===== config.mk =====
export PLATFORM = sky130hd
export DESIGN_NAME = deri_top
export DESIGN_NICKNAME = d
export VERILOG_FILES = /design/src/core/deri_pkg.sv /design/src/core/deri_top.sv /design/src/core/deri_sync.sv /design/src/core/deri_ramp.sv
export SDC_FILE = /design/constraint.sdc
export NUM_CORES = 1
export LEC_CHECK = 0
export BUFFER_PORTS_ARGS = -buffer_cell sky130_fd_sc_hd__buf_2
export CAP_MARGIN = 20
export CORE_ASPECT_RATIO = 0.8
export CORE_MARGIN = 3
export CORE_UTILIZATION = 51
export CTS_CLUSTER_DIAMETER = 80
export DETAILED_ROUTE_END_ITERATION = 10
export GPL_ROUTABILITY_DRIVEN = 0
export PLACE_DENSITY = 0.87
export SLEW_MARGIN = 20
export SYNTH_ARGS = -nofsm -noshare
export SYNTH_HDL_FRONTEND = slang
export SYNTH_SLANG_ARGS = --single-unit

===== constraint.sdc =====
create_clock -name CLOCK -period 5.1 [get_ports CLOCK]
set_input_delay 0.51 -clock CLOCK [delete_from_list [all_inputs] [get_ports CLOCK]]
set_output_delay 0.51 -clock CLOCK [all_outputs]
set_load 0.01 [all_outputs]

===== src/core/deri_pkg.sv =====
/*
 Constants and types shared by the drive enable and alarm interlock.
 Assumes a single 100 MHz control clock and an asynchronous active-low reset.
*/
// How it works
// - Enable off forces zero voltage, coasting
// - Controlled shutdown delayed from enable fall
// - Disable input and software permit gate enable
// - Low reference with start blocks operation
// - PID regulator may disable the drive
// - Board enable loss disables output instantly
// - Either hardware enable opening disables output
// - Trip disables, locks, latches alarm code
// - Enable timer delays only rising edge
// - Enable arms configuration consistency alarms
// - Parameter writes locked while enabled, option
// - Vector controls flux while enabled, option
// - Safe start refuses enable present at power-on
// - Reset fixed to input three, removable
// - Reset unlocks only when cause cleared
// - Safe start needs enable re-cycle after alarm
// - Latched alarm restored at power-on, locked
// - Factory mapping of the eight inputs
// - Combined enable needs both hardware inputs
// - Board enables required unless hardware-only option
// - Start and enable give run and ramp
package deri_pkg;

    localparam int CLK_MHZ = 100;
    // Controlled shutdown delay after enable falls, model-dependent
    localparam int SHUTDOWN_DELAY_US = 20;
    localparam int SHUTDOWN_CYCLES = SHUTDOWN_DELAY_US * CLK_MHZ;
    localparam int DELAY_W = 12;
    // Rising-edge filter on the enable terminal
    localparam int ON_TIMER_W = 16;

    localparam int BOARDS = 2;
    localparam int ALARM_W = 8;
    localparam int REF_W = 16;
    localparam int RATE_W = 16;

    localparam logic [ALARM_W-1:0] ALARM_NONE = 8'h00;

    // Factory input positions, zero based
    localparam int IN_START = 0;
    localparam int IN_ENABLE = 1;
    localparam int IN_RESET = 2;
    localparam int IN_MSPD0 = 3;
    localparam int IN_MSPD1 = 4;
    localparam int IN_SRC_SEL = 5;
    localparam int IN_LOC_REM = 6;
    localparam int IN_REV = 7;

    typedef enum logic [1:0] {
        CTRL_SCALAR_VF = 2'h0,
        CTRL_VECTOR_TORQUE = 2'h1,
        CTRL_FIELD_ORIENTED = 2'h2
    } deri_ctrl_t;

    typedef enum logic [1:0] {
        ST_LOCKED = 2'h0,
        ST_READY = 2'h1,
        ST_RUN = 2'h3,
        ST_SHUTDOWN = 2'h2
    } deri_state_t;

endpackage


===== src/core/deri_top.sv =====
/*
 Drive enable and alarm interlock: decides when the power stage may modulate,
 latches alarms and unlocks them from the reset terminal.
 Assumes terminals arrive as raw pin levels; option bits are static settings
 held by the surrounding controller; alarm memory is kept by the caller.
*/
`timescale 1ns/1ps
`default_nettype none
module deri_top (
    // Clock and reset
    input wire logic CLOCK,
    input wire logic RST_B,
    // Local terminals, raw pins
    input wire logic [7:0] DIGITAL_INPUTS,
    input wire logic ENABLE_A,
    input wire logic ENABLE_B,
    // Remote terminal boards, raw
    input wire logic [deri_pkg::BOARDS-1:0] BOARD_ACTIVE,
    input wire logic [deri_pkg::BOARDS-1:0] BOARD_ENABLE_TERMINAL,
    input wire logic [deri_pkg::BOARDS-1:0] BOARD_SOFTWARE_PERMIT,
    // Other function inputs, same clock
    input wire logic DISABLE_INPUT,
    input wire logic PID_DISABLE_REQ,
    input wire logic KEYPAD_RESET,
    input wire logic PARAM_WRITE_REQ,
    // Alarm sources, same clock
    input wire logic ALARM_TRIP,
    input wire logic [deri_pkg::ALARM_W-1:0] ALARM_CODE_IN,
    input wire logic ALARM_CAUSE_ACTIVE,
    input wire logic [deri_pkg::ALARM_W-1:0] STORED_ALARM_CODE,
    // Options
    input wire logic [1:0] CONTROL_TYPE,
    input wire logic SAFE_START_OPTION,
    input wire logic RESET_TERMINAL_OFF,
    input wire logic HW_ONLY_PERMIT,
    input wire logic FLUX_WITH_START_ONLY,
    input wire logic PARAM_CHANGE_CONDITION,
    input wire logic MIN_REF_GATE_OPTION,
    input wire logic PID_DISABLE_OPTION,
    input wire logic [deri_pkg::ON_TIMER_W-1:0] ENABLE_ON_DELAY,
    input wire logic [deri_pkg::REF_W-1:0] MIN_REF_THRESHOLD,
    input wire logic [deri_pkg::REF_W-1:0] REFERENCE,
    input wire logic [deri_pkg::RATE_W-1:0] RAMP_RATE,
    // Outputs
    output logic MODULATE,
    output logic ZERO_VOLTAGE,
    output logic RUN,
    output logic FLUXING,
    output logic LOCKED,
    output logic [deri_pkg::ALARM_W-1:0] ALARM_CODE,
    output logic INVERTER_OK,
    output logic CONSISTENCY_ARMED,
    output logic PARAM_WRITE_ALLOWED,
    output logic COMBINED_HW_ENABLE,
    output logic ENABLE_STATUS,
    output logic [deri_pkg::REF_W-1:0] SETPOINT,
    output logic MULTISPEED_SEL0,
    output logic MULTISPEED_SEL1,
    output logic SOURCE_SELECT,
    output logic LOCAL_REMOTE,
    output logic REFERENCE_REVERSAL
);
    localparam int PW = 10 + 3 * deri_pkg::BOARDS;

    logic [PW-1:0] pins_s;
    logic [7:0] din;
    logic ena_a;
    logic ena_b;
    logic [deri_pkg::BOARDS-1:0] brd_act;
    logic [deri_pkg::BOARDS-1:0] brd_en;
    logic [deri_pkg::BOARDS-1:0] brd_sw;

    logic combined_hw_enable;
    logic board_ok;
    logic software_permit;
    logic raw_enable;
    logic [deri_pkg::ON_TIMER_W-1:0] on_cnt;
    logic enable_filt;
    logic hw_and_board;
    logic stop_now;
    logic [1:0] warm;
    logic permit;
    logic start;
    logic reset_term;
    logic reset_term_d;
    logic reset_pulse;
    logic seen_off;
    logic alarm_latched;
    logic vector_mode;
    logic ref_gate;
    logic run_req;
    logic [deri_pkg::DELAY_W-1:0] sd_cnt;
    logic [deri_pkg::REF_W-1:0] ramp_sp;
    deri_pkg::deri_state_t state;
    deri_pkg::deri_state_t next_state;

    deri_sync #(
        .W(PW)
    ) u_sync (
        .clk(CLOCK),
        .rst_b(RST_B),
        .d({BOARD_SOFTWARE_PERMIT, BOARD_ENABLE_TERMINAL, BOARD_ACTIVE,
            ENABLE_B, ENABLE_A, DIGITAL_INPUTS}),
        .q(pins_s)
    );

    always_comb
    begin
        din = pins_s[7:0];
        ena_a = pins_s[8];
        ena_b = pins_s[9];
        brd_act = pins_s[10 +: deri_pkg::BOARDS];
        brd_en = pins_s[10 + deri_pkg::BOARDS +: deri_pkg::BOARDS];
        brd_sw = pins_s[10 + 2 * deri_pkg::BOARDS +: deri_pkg::BOARDS];
    end

    // =========================================
    // Enable path
    always_comb
    begin
        combined_hw_enable = ena_a & ena_b & din[deri_pkg::IN_ENABLE];
        board_ok = HW_ONLY_PERMIT | (&(brd_en | ~brd_act));
        software_permit = &(brd_sw | ~brd_act);
        hw_and_board = combined_hw_enable & board_ok;
        // Contact, board or trip loss skips the controlled shutdown
        stop_now = ~(ena_a & ena_b) | ~board_ok | ALARM_TRIP;
        raw_enable = hw_and_board & software_permit & ~DISABLE_INPUT;
        start = din[deri_pkg::IN_START];
        vector_mode = (CONTROL_TYPE == deri_pkg::CTRL_VECTOR_TORQUE)
            || (CONTROL_TYPE == deri_pkg::CTRL_FIELD_ORIENTED);
        // Minimum-reference gate: always on in scalar control
        ref_gate = ((CONTROL_TYPE == deri_pkg::CTRL_SCALAR_VF) || MIN_REF_GATE_OPTION)
            && start && (REFERENCE < MIN_REF_THRESHOLD);
        permit = enable_filt & ~alarm_latched & seen_off & ~ref_gate
            & ~(PID_DISABLE_OPTION & PID_DISABLE_REQ);
        run_req = permit & start;
    end

    // On-delay only; a falling raw enable clears the filter at once
    always_ff @(posedge CLOCK or negedge RST_B)
    begin
        if (!RST_B)
        begin
            on_cnt <= '0;
            enable_filt <= 1'b0;
        end
        else if (!raw_enable)
        begin
            on_cnt <= '0;
            enable_filt <= 1'b0;
        end
        else if (on_cnt >= ENABLE_ON_DELAY)
            enable_filt <= 1'b1;
        else
            on_cnt <= on_cnt + 1'b1;
    end

    always_ff @(posedge CLOCK or negedge RST_B)
    begin
        if (!RST_B)
            warm <= '0;
        else
            warm <= {warm[0], 1'b1};
    end

    // Safe start: enable must be seen low after power-on and after an alarm
    always_ff @(posedge CLOCK or negedge RST_B)
    begin
        if (!RST_B)
            seen_off <= 1'b0;
        // Synchroniser zeros after reset must not count as enable seen off
        else if (!SAFE_START_OPTION || (warm[1] && !raw_enable))
            seen_off <= 1'b1;
        else if (ALARM_TRIP)
            seen_off <= 1'b0;
    end

    // =========================================
    // Alarm latch and reset terminal
    always_comb
    begin
        reset_term = din[deri_pkg::IN_RESET] & ~RESET_TERMINAL_OFF;
        reset_pulse = (reset_term & ~reset_term_d) | KEYPAD_RESET;
    end

    always_ff @(posedge CLOCK or negedge RST_B)
    begin
        if (!RST_B)
            reset_term_d <= 1'b0;
        else
            reset_term_d <= reset_term;
    end

    // Stored code is reloaded one cycle after release; a trip beats a reset
    logic restored;
    always_ff @(posedge CLOCK or negedge RST_B)
    begin
        if (!RST_B)
        begin
            restored <= 1'b0;
            alarm_latched <= 1'b1;
            ALARM_CODE <= deri_pkg::ALARM_NONE;
        end
        else if (!restored)
        begin
            restored <= 1'b1;
            alarm_latched <= (STORED_ALARM_CODE != deri_pkg::ALARM_NONE);
            ALARM_CODE <= STORED_ALARM_CODE;
        end
        else if (ALARM_TRIP)
        begin
            alarm_latched <= 1'b1;
            ALARM_CODE <= ALARM_CODE_IN;
        end
        else if (reset_pulse && !ALARM_CAUSE_ACTIVE)
        begin
            alarm_latched <= 1'b0;
            ALARM_CODE <= deri_pkg::ALARM_NONE;
        end
    end

    // =========================================
    // Drive state
    always_comb
    begin
        next_state = state;
        case (state)
            deri_pkg::ST_LOCKED:
                if (permit && !stop_now)
                    next_state = deri_pkg::ST_READY;
            deri_pkg::ST_READY:
                if (!permit || stop_now)
                    next_state = deri_pkg::ST_LOCKED;
                else if (run_req)
                    next_state = deri_pkg::ST_RUN;
            deri_pkg::ST_RUN:
                // Board or hardware loss and trips stop at once
                if (stop_now || alarm_latched)
                    next_state = deri_pkg::ST_LOCKED;
                else if (!enable_filt)
                    next_state = deri_pkg::ST_SHUTDOWN;
                else if (!permit)
                    next_state = deri_pkg::ST_LOCKED;
                else if (!start)
                    next_state = deri_pkg::ST_READY;
            deri_pkg::ST_SHUTDOWN:
                if (stop_now
                    || sd_cnt >= deri_pkg::DELAY_W'(deri_pkg::SHUTDOWN_CYCLES - 1))
                    next_state = deri_pkg::ST_LOCKED;
            default:
                next_state = deri_pkg::ST_LOCKED;
        endcase
    end

    always_ff @(posedge CLOCK or negedge RST_B)
    begin
        if (!RST_B)
            state <= deri_pkg::ST_LOCKED;
        else
            state <= next_state;
    end

    // Counts from the cycle the filtered enable fell, not from any timer
    always_ff @(posedge CLOCK or negedge RST_B)
    begin
        if (!RST_B)
            sd_cnt <= '0;
        else if (state != deri_pkg::ST_SHUTDOWN)
            sd_cnt <= '0;
        else
            sd_cnt <= sd_cnt + 1'b1;
    end

    deri_ramp u_ramp (
        .clk(CLOCK),
        .rst_b(RST_B),
        .run(next_state == deri_pkg::ST_RUN),
        .target(REFERENCE),
        .rate(RAMP_RATE),
        .setpoint(ramp_sp)
    );

    // =========================================
    // Registered outputs
    always_ff @(posedge CLOCK or negedge RST_B)
    begin
        if (!RST_B)
        begin
            MODULATE <= 1'b0;
            ZERO_VOLTAGE <= 1'b1;
            RUN <= 1'b0;
            FLUXING <= 1'b0;
            LOCKED <= 1'b1;
            INVERTER_OK <= 1'b0;
            CONSISTENCY_ARMED <= 1'b0;
            PARAM_WRITE_ALLOWED <= 1'b0;
            COMBINED_HW_ENABLE <= 1'b0;
            ENABLE_STATUS <= 1'b0;
            SETPOINT <= '0;
        end
        else
        begin
            MODULATE <= (next_state == deri_pkg::ST_RUN)
                || (next_state == deri_pkg::ST_SHUTDOWN)
                || ((next_state == deri_pkg::ST_READY) && vector_mode
                    && (!FLUX_WITH_START_ONLY || start));
            ZERO_VOLTAGE <= (next_state == deri_pkg::ST_LOCKED)
                || ((next_state == deri_pkg::ST_READY)
                    && !(vector_mode && (!FLUX_WITH_START_ONLY || start)));
            RUN <= (next_state == deri_pkg::ST_RUN);
            FLUXING <= (next_state == deri_pkg::ST_READY) && vector_mode
                && (!FLUX_WITH_START_ONLY || start);
            LOCKED <= alarm_latched || ALARM_TRIP;
            INVERTER_OK <= !alarm_latched && !ALARM_TRIP;
            CONSISTENCY_ARMED <= enable_filt;
            PARAM_WRITE_ALLOWED <= PARAM_WRITE_REQ && (!enable_filt
                || (PARAM_CHANGE_CONDITION && next_state != deri_pkg::ST_RUN
                    && next_state != deri_pkg::ST_SHUTDOWN));
            COMBINED_HW_ENABLE <= combined_hw_enable;
            ENABLE_STATUS <= enable_filt;
            SETPOINT <= ramp_sp;
        end
    end

    // Factory-mapped pass-through functions
    always_ff @(posedge CLOCK or negedge RST_B)
    begin
        if (!RST_B)
        begin
            MULTISPEED_SEL0 <= 1'b0;
            MULTISPEED_SEL1 <= 1'b0;
            SOURCE_SELECT <= 1'b0;
            LOCAL_REMOTE <= 1'b0;
            REFERENCE_REVERSAL <= 1'b0;
        end
        else
        begin
            MULTISPEED_SEL0 <= din[deri_pkg::IN_MSPD0];
            MULTISPEED_SEL1 <= din[deri_pkg::IN_MSPD1];
            SOURCE_SELECT <= din[deri_pkg::IN_SRC_SEL];
            LOCAL_REMOTE <= din[deri_pkg::IN_LOC_REM];
            REFERENCE_REVERSAL <= din[deri_pkg::IN_REV];
        end
    end
endmodule
`default_nettype wire


===== src/core/deri_sync.sv =====
/*
 Two-flop synchroniser for a bundle of pin levels.
 Assumes inputs are asynchronous levels; output lags two clocks.
*/
`timescale 1ns/1ps
`default_nettype none
module deri_sync #(
    parameter int W = 1
) (
    // Clock and reset
    input wire logic clk,
    input wire logic rst_b,
    // Levels
    input wire logic [W-1:0] d,
    output logic [W-1:0] q
);
    logic [W-1:0] meta;

    always_ff @(posedge clk or negedge rst_b)
    begin
        if (!rst_b)
        begin
            meta <= '0;
            q <= '0;
        end
        else
        begin
            meta <= d;
            q <= meta;
        end
    end
endmodule
`default_nettype wire


===== src/core/deri_ramp.sv =====
/*
 Setpoint ramp toward a target at a fixed step per clock.
 Assumes target and rate come from the same clock domain.
*/
`timescale 1ns/1ps
`default_nettype none
module deri_ramp (
    // Clock and reset
    input wire logic clk,
    input wire logic rst_b,
    // Control
    input wire logic run,
    input wire logic [deri_pkg::REF_W-1:0] target,
    input wire logic [deri_pkg::RATE_W-1:0] rate,
    // Result
    output logic [deri_pkg::REF_W-1:0] setpoint
);
    logic [deri_pkg::REF_W-1:0] goal;
    logic [deri_pkg::REF_W:0] up;
    logic [deri_pkg::REF_W-1:0] gap;

    always_comb
    begin
        goal = run ? target : '0;
        up = {1'b0, setpoint} + {1'b0, rate};
        gap = (goal > setpoint) ? goal - setpoint : setpoint - goal;
    end

    // A step never overshoots: the last step lands exactly on the goal
    always_ff @(posedge clk or negedge rst_b)
    begin
        if (!rst_b)
            setpoint <= '0;
        else if (gap <= rate)
            setpoint <= goal;
        else if (goal > setpoint)
            setpoint <= up[deri_pkg::REF_W-1:0];
        else
            setpoint <= setpoint - rate;
    end
endmodule
`default_nettype wire


== Yosys cells after proc, flatten, opt, wreduce, memory -nomap -nowiden ==
Index checks and enable logic that the tools add are counted.

* $add $sub $neg: 6
* Multipliers: 0
* Div/mod/pow operators: 0
* Order comparisons: 5
* Equality and inequality tests: 14
* Shifts and indexed selects: 0
* Mux-type cells: 26
* Bitwise logic cells: 28
* Reductions and logical operators: 42

{| class="wikitable"
|+ Operators by type and width
! cell !! count
|-
| 2-to-1 mux 16 bit || 6
|-
| subtractor 16 bit || 3
|-
| 2-to-1 mux 8 bit || 3
|-
| adder 16 x 1 -> 16 bit, second input constant || 1
|-
| adder 16 bit || 1
|-
| greater-or-equal comparator 16 bit || 1
|-
| > comparator 16 bit || 1
|-
| less-or-equal comparator 16 bit || 1
|-
| less-than comparator 16 bit || 1
|-
| 2-to-1 mux 2 bit || 8
|-
| bitwise AND 1 bit || 13
|-
| logical AND 1 bit || 13
|-
| adder 12 x 1 -> 12 bit, second input constant || 1
|-
| greater-or-equal comparator 12 x 11 -> 1 bit, second input constant || 1
|-
| logical OR 1 bit || 12
|-
| 2-to-1 mux 12 bit || 1
|-
| == test 2 bit, second input constant || 5
|-
| zero test 1 bit || 10
|-
| != test 2 bit, second input constant || 4
|-
| inverter 1 bit || 8
|-
| case mux 2 bit (4 select lines) || 1
|-
| nonzero test 8 bit || 1
|-
| 2-to-1 mux 1 bit || 7
|-
| == test 2 x 1 -> 1 bit, second input constant || 3
|-
| 8 further kinds || 15
|}

* Register bits after elaboration: 123
* Latch bits: 0
* Bits in writable memories: 0
* Memory bits (read-only): 0
* Bits of input ports: 113
* Output and inout bits: 39
* Logic and storage cells: 149
* Memories kept: 0

== Logic depth before layout (Yosys ltp) ==
Gate-level depths: netlist (run 1).

* Depth in word-level cells: 17
* Gate-level depth with buffers: 34
* Mapped depth without buffers: 30

== Hierarchy ==
A second synthesis (run 1) with hierarchy kept.

* Cells, all modules: 886
* Area, all modules: 8227.9 µm²

{| class="wikitable"
|+ Modules (own cells, without submodules)
! module !! times used !! cells each !! area an instance (µm²) !! sequential area each (µm²)
|-
| deri_top || 1 || 393 || 3842.4 || 1855.5
|-
| deri_ramp || 1 || 461 || 3584.7 || 400.4
|-
| deri_sync || 1 || 32 || 800.8 || 800.8
|}

== Least setup slack after synthesis (run 1) ==
Ideal clock, no wire load.

* Path kind: input port to flip-flop
* Start: in MIN_REF_THRESHOLD[9] in the netlist's numbering
* End: reg u_ramp.setpoint[14] in the netlist's numbering
* Library setup time: 0.125 ns
* Arrival: 5.871 ns
* Data required time: 4.975 ns
* Path slack: -0.896 ns
* Stages on the path: 32
* Buffers on the path: 4
* Cells stage by stage: inv_1 ha_1 a21o_1 a21o_1 a221oi_1 o211ai_1 a21oi_1 nor4_1 buf_2 buf_2 nand2_1 ha_1 inv_1 fa_1 a211oi_2 o21ai_1 a31oi_1 nand2b_1 a21oi_4 buf_4 buf_4 nor2b_1 xnor2_1 ha_1 nor2b_1 o21ai_0 a21boi_1 o21a_1 o311ai_1 a21oi_1 o311a_1 mux2_2

* Cells in the longest elaborated chain, start to end: 15
* Elaborated cells on any way between the ends: 25
* Those cells by class: add/sub: 2; order compare: 3; eq/ne: 1; mux: 11; bitwise: 4; reduce/logical: 4

{| class="wikitable"
|+ Ends and longest elaborated chain
! what !! line !! source
|-
| start: declaration || deri_top.sv:41 || <nowiki>input wire logic [deri_pkg::REF_W-1:0] MIN_REF_THRESHOLD,</nowiki>
|-
| less-than comparator 16 bit * || deri_top.sv:133 || <nowiki>&& start && (REFERENCE < MIN_REF_THRESHOLD);</nowiki>
|-
| logical AND 1 bit * || deri_top.sv:133 ||
|-
| inverter 1 bit * || deri_top.sv:134 || <nowiki>permit = enable_filt & ~alarm_latched & seen_off & ~ref_gate</nowiki>
|-
| bitwise AND 1 bit * || deri_top.sv:134 ||
|-
| bitwise AND 1 bit * || deri_top.sv:135 || <nowiki>& ~(PID_DISABLE_OPTION & PID_DISABLE_REQ);</nowiki>
|-
| 2-to-1 mux 2 bit (tied with other cells) || deri_top.sv:242 || <nowiki>else if (!permit)</nowiki>
|-
| 2-to-1 mux 2 bit (tied with other cells) || deri_top.sv:240 || <nowiki>else if (!enable_filt)</nowiki>
|-
| 2-to-1 mux 2 bit (on tied branches) || deri_top.sv:238, deri_top.sv:232 ||
|-
| case mux 2 bit (4 select lines) * || deri_top.sv:227 || <nowiki>case (state)</nowiki>
|-
| == test 2 bit * || deri_top.sv:277 || <nowiki>.run(next_state == deri_pkg::ST_RUN),</nowiki>
|-
| 2-to-1 mux 16 bit * || deri_ramp.sv:24 || <nowiki>goal = run ? target : '0;</nowiki>
|-
| subtractor 16 bit or > comparator 16 bit (tied branches) || deri_ramp.sv:26, deri_ramp.sv:36 ||
|-
| 2-to-1 mux 16 bit || deri_ramp.sv:26 || <nowiki>gap = (goal > setpoint) ? goal - setpoint : setpoint - goal;</nowiki>
|-
| less-or-equal comparator 16 bit || deri_ramp.sv:34 || <nowiki>else if (gap <= rate)</nowiki>
|-
| 2-to-1 mux 16 bit * || deri_ramp.sv:34 ||
|-
| end signal: assignment || deri_ramp.sv:35 || <nowiki>setpoint <= goal;</nowiki>
|-
| end signal: assignment || deri_ramp.sv:37 || <nowiki>setpoint <= up[deri_pkg::REF_W-1:0];</nowiki>
|-
| end signal: assignment || deri_ramp.sv:39 || <nowiki>setpoint <= setpoint - rate;</nowiki>
|-
| end: declaration || deri_ramp.sv:16 || <nowiki>output logic [deri_pkg::REF_W-1:0] setpoint</nowiki>
|}

Every way passes the cells marked *; elsewhere a longest branch is shown, timed or not.
A chain may end at the register's enable or synchronous reset.

== Worst setup path after layout (run 1) ==
* Start: in REFERENCE[9] in the netlist's numbering
* End: reg u_ramp.setpoint[4] in the netlist's numbering

* Cells in the longest elaborated chain, start to end: 15
* Elaborated cells on any way between the ends: 25
* Those cells by class: add/sub: 2; order compare: 3; eq/ne: 1; mux: 11; bitwise: 4; reduce/logical: 4

{| class="wikitable"
|+ Ends and longest elaborated chain
! what !! line !! source
|-
| start: declaration || deri_top.sv:42 || <nowiki>input wire logic [deri_pkg::REF_W-1:0] REFERENCE,</nowiki>
|-
| less-than comparator 16 bit || deri_top.sv:133 ||
|-
| logical AND 1 bit || deri_top.sv:133 ||
|-
| inverter 1 bit || deri_top.sv:134 ||
|-
| bitwise AND 1 bit || deri_top.sv:134 ||
|-
| bitwise AND 1 bit || deri_top.sv:135 ||
|-
| 2-to-1 mux 2 bit (tied with other cells) || deri_top.sv:242 ||
|-
| 2-to-1 mux 2 bit (tied with other cells) || deri_top.sv:240 ||
|-
| 2-to-1 mux 2 bit (on tied branches) || deri_top.sv:238, deri_top.sv:232 ||
|-
| case mux 2 bit (4 select lines) || deri_top.sv:227 ||
|-
| == test 2 bit || deri_top.sv:277 ||
|-
| 2-to-1 mux 16 bit * || deri_ramp.sv:24 ||
|-
| subtractor 16 bit or > comparator 16 bit (tied branches) || deri_ramp.sv:26, deri_ramp.sv:36 ||
|-
| 2-to-1 mux 16 bit || deri_ramp.sv:26 ||
|-
| less-or-equal comparator 16 bit || deri_ramp.sv:34 ||
|-
| 2-to-1 mux 16 bit * || deri_ramp.sv:34 ||
|}

Marked as above.

==> flow_summary.toml, run 1 <==
[status]
status = "complete, but fails checks"
violations = "setup timing"

[route]
drc = 0
vias = 8018
drtPass1Iterations = 6
drtIter0Drc = 855
routed_wirelength_mm = 24.9
ant_nets = 0
wl_per_cell_um = 17.6
vias_per_cell = 5.65

[yosys]
ys.warnings.count = 0
ys.flop_type = "dfrtp_1"
synthesis.area_mm2 = 0.00809
synth_edf_count = 0
synth.distinct_cells = 66
async_reset_ff_share_pct = 100
synth_seq_area_share_pct = 37.8
avgSynthCellArea_um2 = 9.05
syn-instance-count = 894
synth_seq_cells = 122
synth_nets = 1107

[sta]
hold_violations = 0
slew_viol_final = 0
fin_crit_sh_pct = 118
fin_ws_ps = -900
rsz0062_at_grt = "true"
tightest_slew_ps = 854
min_period_ps = 6000
max_slew_margin_pct = 43.1
setup_violations = 16
skew_ps = 6.62
timing.fmax_mhz = 167

[setup_path]
slowest_delay_ps = 360
start_kind = "input pin"
endpoint = "u_ramp.setpoint[4]"
r2r-start = "u_sync.q[10]"
worst-r2r-cell-count = 30
crit_fanout = 6
path_class = "in -> reg"
critPathRequiredTime_ps = 5420
setup.worst_path.start = "REFERENCE[9]"
cp-end-kind = "flip-flop"
cp_slowest_cell = "fa_2"
arrival_ps = 6320
cpMostUsedCell = "buf_6"
reg2reg_slack_ps = -590
reg2reg_to = "u_ramp.setpoint[4]"

[global_route]
antenna_found_initial = 0
grt_pass1_wl_mm = 38.2
grt_pass1_vias = 7769
overflow = 0
track_usage_pct = 27.2
grt_start_max_net_pins = 71

[clock_tree]
cts_max_path_buffers = 2
cts_tree = "done"
clkTransAtPathRegs_ps = 60
insertion_delay_ps = 410
cts_hold_buf = 0
htreeDepth = 4
cts.sinks = 122
cts-root-buf = "clkbuf_16"
numCtsBuffers = 17

[finish]
fin_area_mm2 = 0.0113
num_antenna_cells = 0
area_delta_synth_final_pct = 39.3
final_layout_size_suffix_gt1_share_pct = 32.8
fin_nets = 1410
utilization_pct = 73.8
final-instance-count-excl-fill = 1419

[floorplan]
io_pins = 152
core_area_mm2 = 0.0153
num_rows = 40
fp.dieW_um = 147
initial_core_util_pct = 53.0
die_height_um = 119
die_area_mm2 = 0.0174

[power]
ir_worst_vdd_mv = 0.318
leakage_uw = 0.00582
powerDensity_mw_per_mm2 = 509

[place]
dp.cells = 1373
port_buffers = 151
place_worst_setup_slack_ps = -1350
postPlaceCellArea_mm2 = 0.0102
hpwl_mm = 18.2

[worst_hold_path]
hp-class = "in -> reg"

[job]
cap_violations = 0
## worst max-delay path, delay by kind of cell
family | cells | cell delay (ps)
mux | 1 | 320
simple gates | 5 | 710
buf+inv | 8 | 1030
fa+ha+maj | 4 | 1000
compound gates | 14 | 2610
xor+xnor | 1 | 110
## flip-flops by register name, indices dropped and copies added, names as in the netlist, 2 cells and up
register         count
warm                 2
SETPOINT            16
sd_cnt              12
ALARM_CODE           8
u_sync.meta         16
state                2
u_ramp.setpoint     16
u_sync.q            16
on_cnt              16
## layer usage
layer	part of all wire (%)	track usage (%)	vias to the layer above	routed length [µm]
met3	9.2	5.48	95	2290
met2	47	43.8	456	11600
met1	40	35.5	3781	9920
met4	4.5	12.2	0	1110
met5	0	0	-	0
li1	-	-	3686	-
## Yosys cell counts (4+ instances only)
cell      count  area [µm²]
a21o_1       25         188
a21oi_1      59         295
a221o_1       7        70.1
a31oi_1       5        31.3
and2_1        8        50.1
and3_1        5        31.3
buf_2        11        55.1
clkbuf_1      9        33.8
dfrtp_1     119        2980
ha_1         97        1210
inv_1       111         417
mux2i_1       4        40.0
nand2_1      64         240
nand2b_1     12        75.1
nand3_1      38         190
nand4_1      17         106
nor2_1       64         240
nor2b_1      19         119
nor3_1       13        65.1
o211ai_1      4        30.0
o21a_1        6        45.0
o21ai_0      48         240
o21ai_1       4        20.0
o21bai_1      8        60.1
o31ai_1       8        60.1
or3_1         8        50.1
xnor2_1      37         324
xor2_1       23         201
## cells by family after synthesis
group | share of synthesized area [%]
AO/OA/AOI/OAI | 16.5
AND/OR/NAND/NOR | 15.6
adder cells (fa/ha/maj) | 15.8
flip-flops | 37.8
XOR/XNOR | 6.50
other | 0.0464
multiplexers | 1.10
buffers and inverters | 6.72
## timing repair
item / 4_1_cts / 5_1_grt
buffers inserted: 6 / 6
endpoints found under the hold margin: 0 / 0
endpoints found under the setup margin: 16 / 16
cloned: 0 / 4
gates resized for setup: 24 / 36
pin swaps: 8 / 15
## worst min path at each step
stage | cells past startpoint | end | slack [ps] | from
after floorplan | 0 | ALARM_CODE[0] | 210 | RST_B
after global placement | 0 | u_sync.q[7] | 330 | u_sync.meta[7]
after detailed placement | 0 | u_sync.q[5] | 330 | u_sync.meta[5]
after CTS | 1 | u_sync.meta[7] | 200 | DIGITAL_INPUTS[7]
after global routing | 1 | u_sync.meta[1] | 190 | DIGITAL_INPUTS[1]
final | 1 | u_sync.meta[1] | 210 | DIGITAL_INPUTS[1]
## cell usage in the layout (no fill, tap or decap), drive strengths merged, types with 13 or more instances in the layout
cell and count:
a21o 25, a21oi 62, buf 306, clkbuf 21, dfrtp 119, ha 97, inv 113, nand2 64
nand3 38, nand4 17, nor2 64, nor2b 19, nor3 13, o21ai 52, xnor2 37, xor2 23
## layout make-up
| cell class | instances | area (µm²) |
|---|---|---|
| Tap cell | 210 | 263 |
| Clock buffer | 18 | 439 |
| Fill cell | 963 | 4000 |
| Multi-Input combinational cell | 636 | 4800 |
| Clock inverter | 13 | 214 |
| Sequential cell | 122 | 3060 |
| Timing Repair Buffer | 309 | 2070 |
| Inverter | 111 | 422 |
## power breakdown
group          leakage, µW  internal [µW]  switching, µW
Combinational      0.00395           1610           1660
Clock             0.000313            882            445
Sequential         0.00156           1070           67.5
## through the flow
step	setup TNS, ps	total power [µW]	hold slack (ps)
floorplan	-7600	2760	214
global placement	-16940	3700	333
detailed placement	-21080	3810	335
CTS	-9070	5310	195
global route	-17280	6030	189
finish	-13550	5740	205
No activity file was read; power rests on OpenSTA's default activity.
==> run 2, diff against run 1 <==
--- a/config.mk
+++ b/config.mk
@@ -14,6 +14,7 @@
 export DETAILED_ROUTE_END_ITERATION = 10
 export GPL_ROUTABILITY_DRIVEN = 0
 export PLACE_DENSITY = 0.87
+export SKIP_LAST_GASP = 1
 export SLEW_MARGIN = 20
 export SYNTH_ARGS = -nofsm -noshare
 export SYNTH_HDL_FRONTEND = slang
==> run 2 against run 1 <==
Largest power group unchanged. Critical path depth did not move. Clock skew rose by 3.1 ps. The flow still finishes with violations (setup timing). Non-clock buffer count did not move. Clock power about the same. Design area decreased by 0.28%. Total power is 0.37% lower. Cell count barely moved. Combinational power hardly changed. Routed wire length is 1.2% higher. Global-route usage is essentially flat. Sequential share of layout area rose by 0.076 points. Setup slack improved by 71 ps.
==> flow_summary.toml, run 2 (same netlist as run 1, synthesis figures left out) <==
[clock_tree]
insertion_delay_ps = 410
cts_hold_buf = 0
cts_max_path_buffers = 2
clkTransAtPathRegs_ps = 60
numCtsBuffers = 17
htreeDepth = 4
cts-root-buf = "clkbuf_16"
cts_tree = "done"
cts.sinks = 122

[sta]
setup_violations = 16
min_period_ps = 5930
timing.hold.ws_ps = 202
fin_ws_ps = -830
fin_crit_sh_pct = 116
tightest_slew_ps = 859
rsz0062_at_grt = "true"
skew_ps = 9.70
timing.setup.tns_ps = -12400
timing.fmax_mhz = 169
slew_viol_final = 0
max_slew_margin_pct = 42.8
hold_violations = 0

[route]
drc = 0
drtPass1Iterations = 6
vias = 7968
wl_per_cell_um = 17.8
vias_per_cell = 5.61
ant_nets = 0
drtIter0Drc = 844
routed_wirelength_mm = 25.3

[status]
violations = "setup timing"
status = "complete, but fails checks"

[place]
port_buffers = 151
hpwl_mm = 18.2
dp.cells = 1373

[finish]
nFillCells = 997
final_cell_mix = "149 x buf_2, 148 x buf_4, 119 x dfrtp_1"
final_layout_size_suffix_gt1_share_pct = 32.8
fin_nets = 1410
final-instance-count-excl-fill = 1420
utilization_pct = 73.6
area_delta_synth_final_pct = 38.9
final_common_cell = "buf_2"

[setup_path]
start_kind = "input pin"
path_class = "in -> reg"
arrival_ps = 6210
cp-end-kind = "flip-flop"
cp_slowest_cell = "fa_2"
crit_fanout = 10
critPathRequiredTime_ps = 5380
path_buf_inv = 7
path_delay_family = "compound AO/OA/AOI/OAI gates"
slowest_delay_ps = 360
cpMostUsedCell = "buf_6"

[floorplan]
io_pins = 152
die_height_um = 119
fp.dieW_um = 147
initial_core_util_pct = 53.0
core_area_mm2 = 0.0153
num_rows = 40
die_area_mm2 = 0.0174

[power]
ir_worst_vdd_mv = 0.332
powerDensity_mw_per_mm2 = 509
leakage_uw = 0.00582

[global_route]
antenna_found_initial = 1
overflow = 0
track_usage_pct = 27.2
grt_pass1_vias = 7731
grt_start_max_net_pins = 71
grt_pass1_wl_mm = 38.1

[job]
cap_violations = 0

[worst_hold_path]
hp-class = "in -> reg"
run 2: power breakdown:
part           total (µW)  internal, µW  switching (µW)
Combinational        3240          1590            1660
Sequential           1140          1070            69.6
Clock                1340           882             454
run 2: final timing paths:
kind,startpoint,endpoint,slack (ps),cells past startpoint
setup reg to reg,u_sync.q[10],u_ramp.setpoint[6],-530,29
min in group asynchronous,RST_B,u_sync.meta[12],210,1
setup / recovery,REFERENCE[9],u_ramp.setpoint[6],-830,33
hold reg to reg,u_sync.q[3],MULTISPEED_SEL0,350,0
hold / removal,BOARD_ENABLE_TERMINAL[0],u_sync.meta[12],200,1
max in group asynchronous,RST_B,SETPOINT[7],3670,2
run 2: per-layer routing:
| metal | wire [µm] | share of wire [%] | track usage, % |
|---|---|---|---|
| met1 | 10400 | 41 | 35.5 |
| met2 | 12000 | 47 | 43.8 |
| met3 | 1900 | 7.5 | 5.60 |
| met5 | 0 | 0 | 0 |
| met4 | 941 | 3.7 | 12.0 |
run 2: final cells by class:
class	count	area, µm²	area share, %
Clock inverter	13	214	1.90
Clock buffer	18	439	3.91
Multi-Input combinational cell	636	4780	42.5
Inverter	111	422	3.75
Tap cell	210	263	2.34
Timing Repair Buffer	309	2060	18.4
Sequential cell	122	3060	27.2
Antenna cell	1	2.50	0.0223
run 2: through the flow:
stage	total power (µW)	cell area, µm²	setup WS, ps
floorplan	2760	8200	-599
global placement	3700	10200	-1080
detailed placement	3810	10200	-1350
CTS	5290	11000	-640
global route	6010	11200	-1040
finish	5720	11200	-830
run 2: worst register-to-register path: cells and delay by family, from the launching register on:
kind | cells | cell delay [ps]
XOR/XNOR | 1 | 110
buffers and inverters | 7 | 900
flip-flops | 1 | 350
AO/OA/AOI/OAI | 10 | 1560
AND/OR/NAND/NOR | 8 | 1690
multiplexers | 1 | 320
adder cells (fa/ha/maj) | 2 | 560
run 2: what timing repair did:
action / 4_1_cts / 5_1_grt
hold endpoints to repair: 0 / 0
pin swaps: 8 / 16
gates resized for setup: 20 / 33
gates cloned: 0 / 4
endpoints found under the setup margin: 16 / 16
buffers inserted: 6 / 6
==> run 3, diff against run 2 <==
--- a/config.mk
+++ b/config.mk
@@ -14,6 +14,7 @@
 export DETAILED_ROUTE_END_ITERATION = 10
 export GPL_ROUTABILITY_DRIVEN = 0
 export PLACE_DENSITY = 0.87
+export SETUP_SLACK_MARGIN = 0.2
 export SKIP_LAST_GASP = 1
 export SLEW_MARGIN = 20
 export SYNTH_ARGS = -nofsm -noshare
==> run 3 against run 2 <==
The flow still finishes with violations (setup timing). Global-route usage unchanged. Via count increased by 0.87%. Non-clock buffer count increased by 1. Sequential share of layout area about the same. Critical path type unchanged.
==> flow_summary.toml, run 3 (same netlist as run 1, synthesis figures left out) <==
[clock_tree]
cts_tree = "done"
numCtsBuffers = 17
htreeDepth = 4
cts_max_path_buffers = 2
cts_hold_buf = 0
insertion_delay_ps = 410
cts-root-buf = "clkbuf_16"
cts.sinks = 122
clkTransAtPathRegs_ps = 60

[global_route]
overflow = 0
track_usage_pct = 27.2
antenna_found_initial = 1
grt_pass1_wl_mm = 38.1
grt_start_max_net_pins = 71
grt_pass1_vias = 7731

[floorplan]
fp.dieW_um = 147
die_height_um = 119
core_area_mm2 = 0.0153
initial_core_util_pct = 53.0
io_pins = 152
num_rows = 40
die_area_mm2 = 0.0174

[place]
postPlaceCellArea_mm2 = 0.0102
hpwl_mm = 18.2
dp.cells = 1373
port_buffers = 151

[route]
routed_wirelength_mm = 25.1
drtPass1Iterations = 5
ant_nets = 0
drtIter0Drc = 783
drc = 0
vias_per_cell = 5.66
vias = 8037
wl_per_cell_um = 17.7

[setup_path]
cp-end-kind = "flip-flop"
critPathRequiredTime_ps = 5400
reg2reg_slack_ps = -630
path_class = "in -> reg"
cpMostUsedCell = "buf_6"
start_kind = "input pin"
slowest_delay_ps = 360
cp_slowest_cell = "fa_2"
arrival_ps = 6350
crit_fanout = 5

[power]
leakage_uw = 0.00582
combPwrFrac_pct = 56.4
clkPwrFrac_pct = 23.6
finalPower_uw = 5650
p_int_uw = 3490
ir_worst_vdd_mv = 0.343
switching_share_pct = 38.3
p_sw_uw = 2170
powerDensity_mw_per_mm2 = 503
seqPwrFrac_pct = 20.1

[finish]
final_common_cell = "buf_2"
fin_nets = 1411
final_layout_size_suffix_gt1_share_pct = 32.9
fin_area_mm2 = 0.0112
final_cell_mix = "149 x buf_2, 148 x buf_4, 119 x dfrtp_1"
nFillCells = 982
final-instance-count-excl-fill = 1421
utilization_pct = 73.6
area_delta_synth_final_pct = 39.0

[sta]
slew_viol_final = 0
skew_ps = 8.95
rsz0062_at_grt = "true"
fin_ws_ps = -956
fin_crit_sh_pct = 119
max_slew_margin_pct = 42.9
min_period_ps = 6060
tightest_slew_ps = 856
hold_violations = 0
timing.fmax_mhz = 165
setup_violations = 16
timing.setup.tns_ps = -14710

[status]
status = "complete, but fails checks"
violations = "setup timing"

[job]
cap_violations = 0

[worst_hold_path]
hp-class = "in -> async"
## run 3: what timing repair did
action	CTS	global route
gates cloned	0	3
pin swaps	8	8
setup endpoints to repair	16	16
resized for setup	20	35
buffers inserted	6	7
## run 3: routing by layer
metal	wire length (µm)	track usage, %	up-vias
met5	0	0	-
met4	1020	12.0	0
met3	2250	5.60	90
met2	11800	43.8	461
met1	10100	35.5	3792
li1	-	-	3694
## run 3: power by group through the flow
stage	combinational (µW)	clock, µW	sequential [µW]
final	3190	1330	1130
after floorplan	1610	0	1150
after detailed placement	2660	0	1150
after CTS	2820	1340	1130
after global routing	3410	1390	1140
after global placement	2550	0	1140
## run 3: final timing paths
check | startpoint | to | cells past startpoint
worst min register to register | u_sync.q[3] | MULTISPEED_SEL0 | 0
worst min-delay path | RST_B | u_sync.meta[6] | 1
worst max-delay path | REFERENCE[9] | u_ramp.setpoint[14] | 32
min in group CLOCK | DIGITAL_INPUTS[1] | u_sync.meta[1] | 1
max in group asynchronous | RST_B | SETPOINT[7] | 2
worst max register to register | u_sync.q[10] | u_ramp.setpoint[14] | 28
## run 3: critical path, delay by kind of cell
kind / cells / cell delay [ps]
AO/OA/AOI/OAI: 11 / 2270
adder cells (fa/ha/maj): 4 / 1020
buffers and inverters: 8 / 990
AND/OR/NAND/NOR: 6 / 860
multiplexers: 2 / 620
XOR/XNOR: 1 / 110
## run 3: stage by stage
step           setup slack [ps]  hold WS, ps
4_1_cts                    -640          195
6_report                   -956          205
3_5_place_dp              -1350          335
3_3_place_gp              -1080          333
5_1_grt                   -1110          189
2_1_floorplan              -599          214
## run 3: layout make-up
type	instances	area (µm²)	area share (%)
Multi-Input combinational cell	636	4780	42.6
Sequential cell	122	3060	27.2
Timing Repair Buffer	310	2060	18.3
Clock buffer	18	439	3.91
Inverter	111	422	3.75
Tap cell	210	263	2.34
Clock inverter	13	214	1.90
Antenna cell	1	2.50	0.0223
